### src/design/haps_pkg.sv
// Constants for the hub alert pin and slave address select block.
// Assumes a 20 MHz APB clock and hub-core inputs on that same clock.
package haps_pkg;

    // ------------------------------------------------------------
    // Widths
    // ------------------------------------------------------------
    localparam int unsigned NUM_EVT = 4;
    localparam int unsigned ADDR_W = 7;
    localparam int unsigned STRAP_W = 2;
    localparam int unsigned PADDR_W = 8;

    // ------------------------------------------------------------
    // Register byte offsets
    // ------------------------------------------------------------
    localparam logic [7:0] OFS_CTRL = 8'h00;
    localparam logic [7:0] OFS_BASE_A = 8'h04;
    localparam logic [7:0] OFS_BASE_B = 8'h08;
    localparam logic [7:0] OFS_INT_STAT = 8'h0c;
    localparam logic [7:0] OFS_INT_EN = 8'h10;
    localparam logic [7:0] OFS_IRQ_MASK = 8'h14;
    localparam logic [7:0] OFS_STATE = 8'h18;

    // ------------------------------------------------------------
    // Field positions
    // ------------------------------------------------------------
    localparam int unsigned CTRL_FSEL_BIT = 0;
    localparam int unsigned ST_STRAP_LSB = 0;
    localparam int unsigned ST_ADDR_LSB = 8;
    localparam int unsigned ST_CFG_BIT = 16;
    localparam int unsigned ST_SUSP_BIT = 17;
    localparam int unsigned ST_INIT_BIT = 18;
    localparam int unsigned ST_ALERT_BIT = 19;

    // ------------------------------------------------------------
    // Reset values
    // ------------------------------------------------------------
    localparam logic RST_FSEL = 1'b0;
    localparam logic [6:0] RST_BASE_A = 7'h10;
    localparam logic [6:0] RST_BASE_B = 7'h20;
    localparam logic [3:0] RST_INT_EN = 4'h0;
    localparam logic [3:0] RST_IRQ_MASK = 4'h0;
    localparam logic [1:0] RST_STRAP = 2'h0;

    // ------------------------------------------------------------
    // Alert mode encoding
    // ------------------------------------------------------------
    typedef enum logic [1:0] {
        HAPS_MODE_GENERAL = 2'b01,
        HAPS_MODE_SUSPEND = 2'b10
    } haps_mode_t;

endpackage

### src/design/haps_top.sv
// Alert pin and serial slave address selection with an APB register file.
// Assumes hub state and event inputs come from logic on pclk; straps are pins.
`timescale 1ns/1ps
`default_nettype none

// Contract
// - One configuration bit selects general event or suspend-state alert meaning.
// - Function bit 0: alert goes low when an enabled status bit updates.
// - Function bit 1: alert low unless hub configured and active.
// - Device answers on one of four slave addresses chosen by two straps.
// - Straps captured during hub init stage; captured copy used afterwards.
// - Upper strap picks base address register A or B.
// - Lower strap sets the slave address least significant bit.
module haps_top (
    input wire logic pclk,
    input wire logic presetn,
    input wire logic psel,
    input wire logic penable,
    input wire logic pwrite,
    input wire logic [haps_pkg::PADDR_W-1:0] paddr,
    input wire logic [31:0] pwdata,
    output logic [31:0] prdata,
    output logic pready,
    output logic pslverr,
    input wire logic [haps_pkg::NUM_EVT-1:0] hub_event,
    input wire logic hub_configured,
    input wire logic hub_suspended,
    input wire logic hub_init_stage,
    input wire logic [haps_pkg::STRAP_W-1:0] slave_address_straps,
    output logic alert_n_o,
    output logic alert_n_oe,
    output logic [haps_pkg::ADDR_W-1:0] slave_address,
    output logic irq
);

    // ------------------------------------------------------------
    // Declarations
    // ------------------------------------------------------------
    logic alert_function_select_q;
    logic [6:0] slave_address_base_a_q;
    logic [6:0] slave_address_base_b_q;
    logic [3:0] int_en_q;
    logic [3:0] irq_mask_q;
    logic [3:0] int_stat;
    logic [3:0] stat_clr;
    logic [1:0] strap_sync;
    logic [1:0] strap_q;
    logic [6:0] slave_address_d;
    logic [6:0] slave_address_q;
    logic alert_oe_d;
    logic alert_oe_q;
    logic alert_out_q;
    logic irq_q;
    logic pready_q;
    logic pslverr_q;
    logic [31:0] prdata_d;
    logic [31:0] prdata_q;
    logic mapped;
    logic setup;
    logic access;
    logic wr_en;
    logic rd_en;
    haps_pkg::haps_mode_t mode;

    assign setup = psel && !penable;
    assign access = psel && penable && pready_q;
    assign wr_en = access && pwrite && mapped;
    assign rd_en = access && !pwrite && mapped;

    // ------------------------------------------------------------
    // Strap synchroniser and status latches
    // ------------------------------------------------------------
    haps_sync u_sync (
        .pclk(pclk),
        .presetn(presetn),
        .async_in(slave_address_straps),
        .sync_out(strap_sync)
    );

    haps_evt_latch u_evt (
        .pclk(pclk),
        .presetn(presetn),
        .set_i(hub_event),
        .clr_i(stat_clr),
        .stat_o(int_stat)
    );

    // ------------------------------------------------------------
    // APB address decode
    // ------------------------------------------------------------
    always_comb begin
        case (paddr)
            haps_pkg::OFS_CTRL,
            haps_pkg::OFS_BASE_A,
            haps_pkg::OFS_BASE_B,
            haps_pkg::OFS_INT_STAT,
            haps_pkg::OFS_INT_EN,
            haps_pkg::OFS_IRQ_MASK,
            haps_pkg::OFS_STATE: mapped = 1'b1;
            default: mapped = 1'b0;
        endcase
    end

    // Read mux, sampled in the setup cycle
    always_comb begin
        prdata_d = 32'h0000_0000;
        case (paddr)
            haps_pkg::OFS_CTRL: begin
                prdata_d[haps_pkg::CTRL_FSEL_BIT] = alert_function_select_q;
            end
            haps_pkg::OFS_BASE_A: begin
                prdata_d[6:0] = slave_address_base_a_q;
            end
            haps_pkg::OFS_BASE_B: begin
                prdata_d[6:0] = slave_address_base_b_q;
            end
            haps_pkg::OFS_INT_STAT: begin
                prdata_d[3:0] = int_stat;
            end
            haps_pkg::OFS_INT_EN: begin
                prdata_d[3:0] = int_en_q;
            end
            haps_pkg::OFS_IRQ_MASK: begin
                prdata_d[3:0] = irq_mask_q;
            end
            haps_pkg::OFS_STATE: begin
                prdata_d[haps_pkg::ST_STRAP_LSB +: 2] = strap_q;
                prdata_d[haps_pkg::ST_ADDR_LSB +: 7] = slave_address_q;
                prdata_d[haps_pkg::ST_CFG_BIT] = hub_configured;
                prdata_d[haps_pkg::ST_SUSP_BIT] = hub_suspended;
                prdata_d[haps_pkg::ST_INIT_BIT] = hub_init_stage;
                prdata_d[haps_pkg::ST_ALERT_BIT] = alert_oe_q;
            end
            default: begin
                prdata_d = 32'h0000_0000;
            end
        endcase
    end

    // ------------------------------------------------------------
    // APB handshake: one wait-free access cycle
    // ------------------------------------------------------------
    always_ff @(posedge pclk or negedge presetn) begin
        if (!presetn) begin
            pready_q <= 1'b0;
            pslverr_q <= 1'b0;
            prdata_q <= 32'h0000_0000;
        end else begin
            pready_q <= setup;
            pslverr_q <= setup && !mapped;
            if (setup) begin
                prdata_q <= pwrite ? 32'h0000_0000 : prdata_d;
            end
        end
    end

    // ------------------------------------------------------------
    // Configuration registers
    // ------------------------------------------------------------
    always_ff @(posedge pclk or negedge presetn) begin
        if (!presetn) begin
            alert_function_select_q <= haps_pkg::RST_FSEL;
        end else if (wr_en && paddr == haps_pkg::OFS_CTRL) begin
            alert_function_select_q <= pwdata[haps_pkg::CTRL_FSEL_BIT];
        end
    end

    always_ff @(posedge pclk or negedge presetn) begin
        if (!presetn) begin
            slave_address_base_a_q <= haps_pkg::RST_BASE_A;
            slave_address_base_b_q <= haps_pkg::RST_BASE_B;
        end else if (wr_en) begin
            if (paddr == haps_pkg::OFS_BASE_A) begin
                slave_address_base_a_q <= pwdata[6:0];
            end
            if (paddr == haps_pkg::OFS_BASE_B) begin
                slave_address_base_b_q <= pwdata[6:0];
            end
        end
    end

    always_ff @(posedge pclk or negedge presetn) begin
        if (!presetn) begin
            int_en_q <= haps_pkg::RST_INT_EN;
            irq_mask_q <= haps_pkg::RST_IRQ_MASK;
        end else if (wr_en) begin
            if (paddr == haps_pkg::OFS_INT_EN) begin
                int_en_q <= pwdata[3:0];
            end
            if (paddr == haps_pkg::OFS_IRQ_MASK) begin
                irq_mask_q <= pwdata[3:0];
            end
        end
    end

    // Write-one-to-clear, or clear-all on read; a same-cycle event wins
    always_comb begin
        stat_clr = 4'h0;
        if (access && mapped && paddr == haps_pkg::OFS_INT_STAT) begin
            stat_clr = pwrite ? pwdata[3:0] : 4'hf;
        end
    end

    // ------------------------------------------------------------
    // Strap capture and slave address
    // ------------------------------------------------------------
    always_ff @(posedge pclk or negedge presetn) begin
        if (!presetn) begin
            strap_q <= haps_pkg::RST_STRAP;
        end else if (hub_init_stage) begin
            strap_q <= strap_sync;
        end
    end

    always_comb begin
        slave_address_d = strap_q[1] ? slave_address_base_b_q : slave_address_base_a_q;
        slave_address_d[0] = strap_q[0];
    end

    always_ff @(posedge pclk or negedge presetn) begin
        if (!presetn) begin
            slave_address_q <= {haps_pkg::RST_BASE_A[6:1], 1'b0};
        end else begin
            slave_address_q <= slave_address_d;
        end
    end

    // ------------------------------------------------------------
    // Alert pin
    // ------------------------------------------------------------
    always_comb begin
        mode = alert_function_select_q ? haps_pkg::HAPS_MODE_SUSPEND
                                       : haps_pkg::HAPS_MODE_GENERAL;
        case (mode)
            haps_pkg::HAPS_MODE_GENERAL: begin
                alert_oe_d = |(int_stat & int_en_q);
            end
            haps_pkg::HAPS_MODE_SUSPEND: begin
                alert_oe_d = !(hub_configured && !hub_suspended);
            end
            default: begin
                alert_oe_d = 1'b0;
            end
        endcase
    end

    always_ff @(posedge pclk or negedge presetn) begin
        if (!presetn) begin
            alert_oe_q <= 1'b0;
            alert_out_q <= 1'b0;
        end else begin
            alert_oe_q <= alert_oe_d;
            alert_out_q <= 1'b0;
        end
    end

    always_ff @(posedge pclk or negedge presetn) begin
        if (!presetn) begin
            irq_q <= 1'b0;
        end else begin
            irq_q <= |(int_stat & irq_mask_q);
        end
    end

    assign alert_n_o = alert_out_q;
    assign alert_n_oe = alert_oe_q;
    assign slave_address = slave_address_q;
    assign irq = irq_q;
    assign pready = pready_q;
    assign pslverr = pslverr_q;
    assign prdata = prdata_q;
endmodule

`default_nettype wire

### src/design/haps_sync.sv
// Two-flop synchroniser for the address strap pins.
// Assumes the pins are quasi-static and asynchronous to pclk.
`timescale 1ns/1ps
`default_nettype none

module haps_sync (
    input wire logic pclk,
    input wire logic presetn,
    input wire logic [haps_pkg::STRAP_W-1:0] async_in,
    output logic [haps_pkg::STRAP_W-1:0] sync_out
);

    // ------------------------------------------------------------
    // Per-bit double flop
    // ------------------------------------------------------------
    genvar i;
    generate
        for (i = 0; i < haps_pkg::STRAP_W; i++) begin : g_bit
            logic meta_q;
            logic sync_q;
            always_ff @(posedge pclk or negedge presetn) begin
                if (!presetn) begin
                    meta_q <= 1'b0;
                    sync_q <= 1'b0;
                end else begin
                    meta_q <= async_in[i];
                    sync_q <= meta_q;
                end
            end
            assign sync_out[i] = sync_q;
        end
    endgenerate

endmodule

`default_nettype wire

### src/design/haps_evt_latch.sv
// Sticky event status bits; a set in the same cycle as a clear wins.
// Assumes set and clear are pulses on pclk.
`timescale 1ns/1ps
`default_nettype none

module haps_evt_latch (
    input wire logic pclk,
    input wire logic presetn,
    input wire logic [haps_pkg::NUM_EVT-1:0] set_i,
    input wire logic [haps_pkg::NUM_EVT-1:0] clr_i,
    output logic [haps_pkg::NUM_EVT-1:0] stat_o
);

    // ------------------------------------------------------------
    // Per-event flag
    // ------------------------------------------------------------
    genvar i;
    generate
        for (i = 0; i < haps_pkg::NUM_EVT; i++) begin : g_evt
            logic flag_q;
            always_ff @(posedge pclk or negedge presetn) begin
                if (!presetn) begin
                    flag_q <= 1'b0;
                end else if (set_i[i]) begin
                    flag_q <= 1'b1;
                end else if (clr_i[i]) begin
                    flag_q <= 1'b0;
                end
            end
            assign stat_o[i] = flag_q;
        end
    endgenerate

endmodule

`default_nettype wire

### config.mk
export PLATFORM = sky130hd
export DESIGN_NAME = haps_top
export DESIGN_NICKNAME = d
export VERILOG_FILES = /design/src/design/haps_pkg.sv /design/src/design/haps_top.sv /design/src/design/haps_sync.sv /design/src/design/haps_evt_latch.sv
export SDC_FILE = /design/constraint.sdc
export NUM_CORES = 1
export LEC_CHECK = 0
export CORE_MARGIN = 3
export CORE_UTILIZATION = 45
export CTS_BUF_LIST = sky130_fd_sc_hd__clkbuf_2 sky130_fd_sc_hd__clkbuf_4 sky130_fd_sc_hd__clkbuf_8
export CTS_CLUSTER_DIAMETER = 200
export DETAILED_ROUTE_END_ITERATION = 16
export DONT_BUFFER_PORTS = 1
export GPL_TIMING_DRIVEN = 0
export PLACE_DENSITY_LB_ADDON = 0.25
export RECOVER_POWER = 100
export SYNTH_ARGS = -nofsm -noshare
export SYNTH_HDL_FRONTEND = slang
export SYNTH_SLANG_ARGS = --single-unit
### constraint.sdc
create_clock -name pclk -period 2.66 [get_ports pclk]
set_clock_uncertainty 0.1 [all_clocks]
set_input_delay 0.266 -clock pclk [delete_from_list [all_inputs] [get_ports pclk]]
set_output_delay 0.266 -clock pclk [all_outputs]
set_load 0.01 [all_outputs]
==> impl_metrics.json, run 1 <==
{
  "p_leak_nw": 1.56,
  "numClockSinks": 62,
  "rows": 27,
  "io_pins": 98,
  "met2_length_mm": 2.72,
  "fin_cells": 337,
  "hp-start": "pwdata[0]",
  "synth-seq-area-share_pct": 57.0,
  "clock_latency_ns": 0.34,
  "globalRouteOverflowTotal": 0,
  "drv_cap": 0,
  "relSlewSlack_pct": 1.69,
  "r2r_start": "pready$_DFF_PN0_",
  "wl_per_cell_um": 17.6,
  "final.setup.tns_ns": 0,
  "min_path_type": "in2reg",
  "start_util_pct": 48.0,
  "multi_input_area_um2": 1030,
  "cts_tree": "yes",
  "grt_pass1_vias": 1902,
  "nets": 314,
  "finalWirelength_mm": 5.92,
  "worst_r2r_path_depth": 4,
  "setup_viol": 0,
  "cts.clk_slew.worst_paths_ns": 0.07,
  "whs_ns": 0.0819,
  "critical_path_required_ns": 2.78,
  "drc_errors": 0,
  "cts.path.max_buffers": 2,
  "syn_area_um2": 2730,
  "dr_wl_met3_um": 529,
  "fmax_mhz": 530,
  "ir_drop_mv": 0.350,
  "rsz0062_at_grt": "false",
  "setup.worst_path.start_class": "flip-flop",
  "yosysUniqueCellTypes": 39,
  "seqCellArea_um2": 1560,
  "antenna_found_initial": 0,
  "rrSetupSlack_ns": 0.77,
  "die-width_um": 83.8,
  "portBuffers": 0,
  "synth_compound_area_share_pct": 12.6,
  "grt_use_total_pct": 18.0,
  "htree_levels": 3,
  "detail_route.vias_per_cell": 5.33,
  "min_path_cells": 2,
  "cp_data_arrival_time_ns": 2.01,
  "top_layer": "met4",
  "via_count": 1796,
  "grt_pass1_wl_mm": 9.87,
  "yosysWarnings": 0,
  "cp-end-kind": "flip-flop",
  "core-area_um2": 5680,
  "synth_top_family_by_area": "multiplexers",
  "nFillCells": 513,
  "grt_max_degree": 63,
  "die_y_um": 83.8,
  "fin_crit_sh_pct": 71.0,
  "worstHoldEndpoint": "u_evt.g_evt[0].flag_q$_DFFE_PN0P_",
  "setup_ws_ns": 0.772,
  "area.growth.synth_to_final_pct": 19.5,
  "ant_nets": 0,
  "num_antenna_cells": 0,
  "p_per_area_nw_per_um2": 624,
  "period_needed_ns": 1.89,
  "met1_length_mm": 2.58,
  "drt-initial-drc-count": 115,
  "yosys.area_share.simple_pct": 8.08,
  "status": "complete, no violations",
  "worst_pin_slew_ns": 1.47,
  "ys_ff_latch": 62,
  "hold_viol": 0,
  "timing.rr.end": "slave_address_base_a_q[1]$_DFFE_PN0P_",
  "maxSlewViolCount": 0,
  "pre_cts_slack_ns": 0.624,
  "synth_area_per_cell_um2": 12.6,
  "die_area_um2": 7030,
  "syn_inst": 216,
  "synth-xor-area-share_pct": 0,
  "first_pass_iters": 4,
  "critPathKind": "reg2reg",
  "drive_gt1_share_pct": 26.0,
  "synthMuxAreaShare_pct": 15.7,
  "cp_max_fo": 7,
  "final_util_pct": 57.4,
  "root_buffer": "clkbuf_8",
  "dp.cells": 302,
  "place_congestion": 0.871,
  "numCtsBuffers": 9,
  "dp_hpwl_mm": 4.27,
  "synth_adder_area_share_pct": 0
}
## layout make-up
class / count / share of cell area [%]
Clock buffer: 9 / 3.80
Multi-Input combinational cell: 138 / 31.6
Timing Repair Buffer: 19 / 5.68
Inverter: 4 / 0.461
Sequential cell: 62 / 47.7
Buffer: 26 / 4.84
Clock inverter: 7 / 3.15
Tap cell: 72 / 2.76
## routing by layer
| metal | global-route usage, % | vias up |
|---|---|---|
| met1 | 22.8 | 872 |
| met2 | 27.5 | 72 |
| met4 | 7.89 | 0 |
| li1 | - | 845 |
| met5 | 0 | - |
| met3 | 6.61 | 7 |
## what timing repair did
action | CTS | global route
gates resized for setup | 0 | 0
hold endpoints to repair | 97 | 0
hold buffers | 19 | 0
buffers inserted | 0 | 0
## worst max-delay path by stage
stage | slack [ns] | depth (start not counted) | end | startpoint
after detailed placement | 0.62 | 5 | u_evt.g_evt[2].flag_q$_DFFE_PN0P_ | paddr[5]
after floorplan | 0.78 | 4 | int_en_q[0]$_DFFE_PN0P_ | paddr[5]
after global placement | 0.63 | 5 | u_evt.g_evt[2].flag_q$_DFFE_PN0P_ | paddr[5]
after CTS | 0.89 | 4 | slave_address_base_a_q[1]$_DFFE_PN0P_ | pready$_DFF_PN0_
final | 0.77 | 4 | slave_address_base_a_q[1]$_DFFE_PN0P_ | pready$_DFF_PN0_
after global routing | 0.51 | 2 | pready$_DFF_PN0_ | presetn
## report_power, final
group | internal [W] | switching (W)
combinational | 0.0000549 | 0.0000740
sequential | 0.000954 | 0.00000976
clock | 0.000540 | 0.000401
total | 0.00155 | 0.000484
## cell families (layout without fill, tap and decap cells)
| family | after synthesis | count (layout) |
|---|---|---|
| DFF | 62 | 62 |
| buffers and inverters | 30 | 65 |
| AOI/OAI and AO/OA | 45 | 45 |
| and+or+nand+nor | 41 | 41 |
| other | 1 | 15 |
| muxes | 37 | 37 |
## Yosys cell counts
cell        n  share of area, %
dfrtp_1    59                54
mux2_2     31                13
a22o_1     15               4.8
buf_4      15               4.1
nand2_1    13               1.8
a22oi_1     6               1.7
clkbuf_1    6              0.83
nor2_1      6              0.83
o21ai_0     6               1.1
buf_2       5              0.92
a21o_1      4               1.1
inv_1       4              0.55
mux2_4      4               2.2
nand3_1     4              0.73
o31ai_1     4               1.1
a21oi_1     3              0.55
dfstp_2     3               2.9
or3_1       3              0.69
a221oi_1    2              0.64
mux2i_1     2              0.73
nor2b_1     2              0.46
nor3_1      2              0.37
a2111oi_0   1              0.32
a221o_1     1              0.37
a311oi_1    1              0.32
a31oi_1     1              0.23
a41o_1      1              0.37
and2_1      1              0.23
and4_1      1              0.32
conb_1      1              0.14
nand2b_1    1              0.23
nand3b_1    1              0.28
nand4_1     1              0.23
nor3_2      1              0.37
nor3b_1     1              0.28
nor4_1      1              0.23
nor4b_1     1              0.32
or2_2       1              0.23
or4b_4      1              0.50
## metrics by stage
stage	power, W	area, um^2
2_1_floorplan	0.00105	2780
3_3_place_gp	0.00107	2870
3_5_place_dp	0.00107	2870
4_1_cts	0.00206	3300
5_1_grt	0.00212	3260
6_report	0.00203	3260
## registers in the layout, indices dropped and copies added, names as in the netlist
signal / count
irq_mask_q: 4
u_evt.g_evt.flag_q: 4
alert_n_oe: 1
pready: 1
alert_function_select_q: 1
prdata: 18
slave_address_base_a_q: 7
slave_address_base_b_q: 7
strap_q: 2
u_sync.g_bit.sync_q: 2
slave_address: 7
pslverr: 1
u_sync.g_bit.meta_q: 2
irq: 1
int_en_q: 4
## worst max-delay path, stage by stage (launching register included)
cell and delay, ns:
dfrtp_1 0.43, nand4_1 0.19, nor3_1 0.37, nand2_1 0.34, mux2_2 0.36
## cell usage in the layout (no fill, tap or decap), types with 4 or more instances in the layout
cell / n
inv_6: 4
buf_4: 15
dlygate4sd3_1: 18
clkbuf_1: 8
clkbuf_8: 9
inv_1: 4
a21o_1: 4
a22oi_1: 6
a22o_1: 15
o21ai_0: 6
nand2_1: 13
dfrtp_1: 59
nand3_1: 4
conb_1: 15
mux2_2: 30
nor2_1: 6
mux2_1: 4
o31ai_1: 4
Power figures use the tool's default switching activity.
==> inputs of run 2 (changes only) <==
==> constraint.sdc (replaced) <==
create_clock -name pclk -period 1.9 [get_ports pclk]
set_clock_uncertainty 0.1 [all_clocks]
set_input_delay 0.19 -clock pclk [delete_from_list [all_inputs] [get_ports pclk]]
set_output_delay 0.19 -clock pclk [all_outputs]
set_load 0.01 [all_outputs]
==> impl_metrics.json, run 2 (synthesis results as in run 1) <==
{
  "pre_cts_slack_ns": -0.0604,
  "drive_gt1_share_pct": 26.8,
  "rows": 27,
  "setup.worst_path.start_class": "flip-flop",
  "ant_nets": 0,
  "area.growth.synth_to_final_pct": 19.9,
  "seqCellArea_um2": 1560,
  "final_common_cell": "dfrtp_1",
  "wl_per_cell_um": 17.6,
  "multi_input_area_um2": 1040,
  "numClockSinks": 62,
  "largest_reg_flops": 18,
  "p_per_area_nw_per_um2": 873,
  "worst_pin_slew_ns": 0.809,
  "nets": 314,
  "cts-hold-fix-buffers": 19,
  "hold_viol": 0,
  "cp_max_fo": 7,
  "cts.clk_slew.worst_paths_ns": 0.07,
  "cts_tree": "yes",
  "setup_ws_ns": 0.0853,
  "status": "complete, no violations",
  "core-area_um2": 5680,
  "clock_latency_ns": 0.34,
  "drv_cap": 0,
  "grt_max_degree": 63,
  "num_antenna_cells": 0,
  "grt_pass1_vias": 1898,
  "finalWirelength_mm": 5.93,
  "cts_setup_buffers": 0,
  "critical_path_required_ns": 2.02,
  "fmax_mhz": 551,
  "cts.path.max_buffers": 2,
  "setup_viol": 0,
  "io_pins": 98,
  "detail_route.vias_per_cell": 5.35,
  "fin_crit_sh_pct": 95.5,
  "globalRouteOverflowTotal": 0,
  "p_leak_nw": 1.56,
  "place_congestion": 0.871,
  "nFillCells": 510,
  "grt_use_total_pct": 17.9,
  "period_needed_ns": 1.81,
  "dp_hpwl_mm": 4.27,
  "die_area_um2": 7030,
  "critPathKind": "reg2reg",
  "first_pass_iters": 4,
  "root_buffer": "clkbuf_8",
  "start_util_pct": 48.0,
  "dp.cells": 302,
  "drt-initial-drc-count": 111,
  "min_path_type": "in2reg",
  "maxSlewViolCount": 0,
  "portBuffers": 0,
  "final_util_pct": 57.6,
  "htree_levels": 3,
  "fin_cells": 337,
  "final_cell_mix": "dfrtp_1 (59), mux2_2 (30), dlygate4sd3_1 (18)",
  "relSlewSlack_pct": 46.1,
  "numCtsBuffers": 9,
  "drc_errors": 0,
  "rsz0062_at_grt": "false",
  "antenna_found_initial": 0,
  "cp-end-kind": "flip-flop",
  "grt_pass1_wl_mm": 9.87,
  "via_count": 1804,
  "whs_ns": 0.0824,
  "die-width_um": 83.8,
  "ir_drop_mv": 0.490,
  "die_y_um": 83.8,
  "cts_resized": 0,
  "cp_data_arrival_time_ns": 1.93
}
run 2: cell count changes in the layout (fill, tap and decap cells not counted):
cell	before	now
nor3_1	3	2
or4b_1	1	0
clkbuf_2	1	0
clkbuf_4	0	1
nor3_2	0	1
or4b_4	0	1
run 2: layout make-up:
class	instances	share of cell area [%]
clock inverters	7	3.14
plain buffers	26	4.82
multi-input cells	138	31.7
flip-flops and latches	62	47.6
clock buffers	9	3.79
inverters	4	0.459
repair buffers	19	5.74
well taps	72	2.76
run 2: path summary, 6_finish.rpt:
kind | start | to | slack (ns) | depth (start not counted)
max | pready$_DFF_PN0_ | slave_address_base_a_q[1]$_DFFE_PN0P_ | 0.09 | 4
min reg2reg | u_sync.g_bit[1].meta_q$_DFF_PN0_ | u_sync.g_bit[1].sync_q$_DFF_PN0_ | 0.25 | 0
max reg2reg | pready$_DFF_PN0_ | slave_address_base_a_q[1]$_DFFE_PN0P_ | 0.09 | 4
min in group asynchronous | presetn | prdata[12]$_DFFE_PN0P_ | 0.42 | 2
max in group asynchronous | presetn | slave_address_base_b_q[3]$_DFFE_PN0P_ | 0.76 | 2
min | pwrite | prdata[0]$_DFFE_PN0P_ | 0.08 | 2
run 2: power by group:
part | internal [W] | total (W) | switching (W)
combinational | 0.0000775 | 0.000183 | 0.000105
sequential | 0.00134 | 0.00135 | 0.0000138
clock | 0.000756 | 0.00132 | 0.000566
run 2: routing by layer:
metal	GRT usage, %	vias to the layer above	wire length (um)
met5	0	-	0
met4	7.89	0	93
met3	6.61	9	475
met2	27.1	71	2700
met1	23.1	877	2660
li1	-	847	-
run 2: stage by stage:
stage | area [um^2] | TNS [ns] | power [W]
after floorplan | 2780 | 0 | 0.00147
after global placement | 2870 | -0.211 | 0.00149
after detailed placement | 2870 | -0.236 | 0.00150
after CTS | 3300 | 0 | 0.00288
after global routing | 3270 | 0 | 0.00296
final | 3270 | 0 | 0.00285
run 2: worst max-delay path, cell delays in order, from the launching register on:
cell and delay [ns]:
dfrtp_1 0.43, nand4_1 0.21, nor3_2 0.30, nand2_1 0.30, mux2_2 0.36
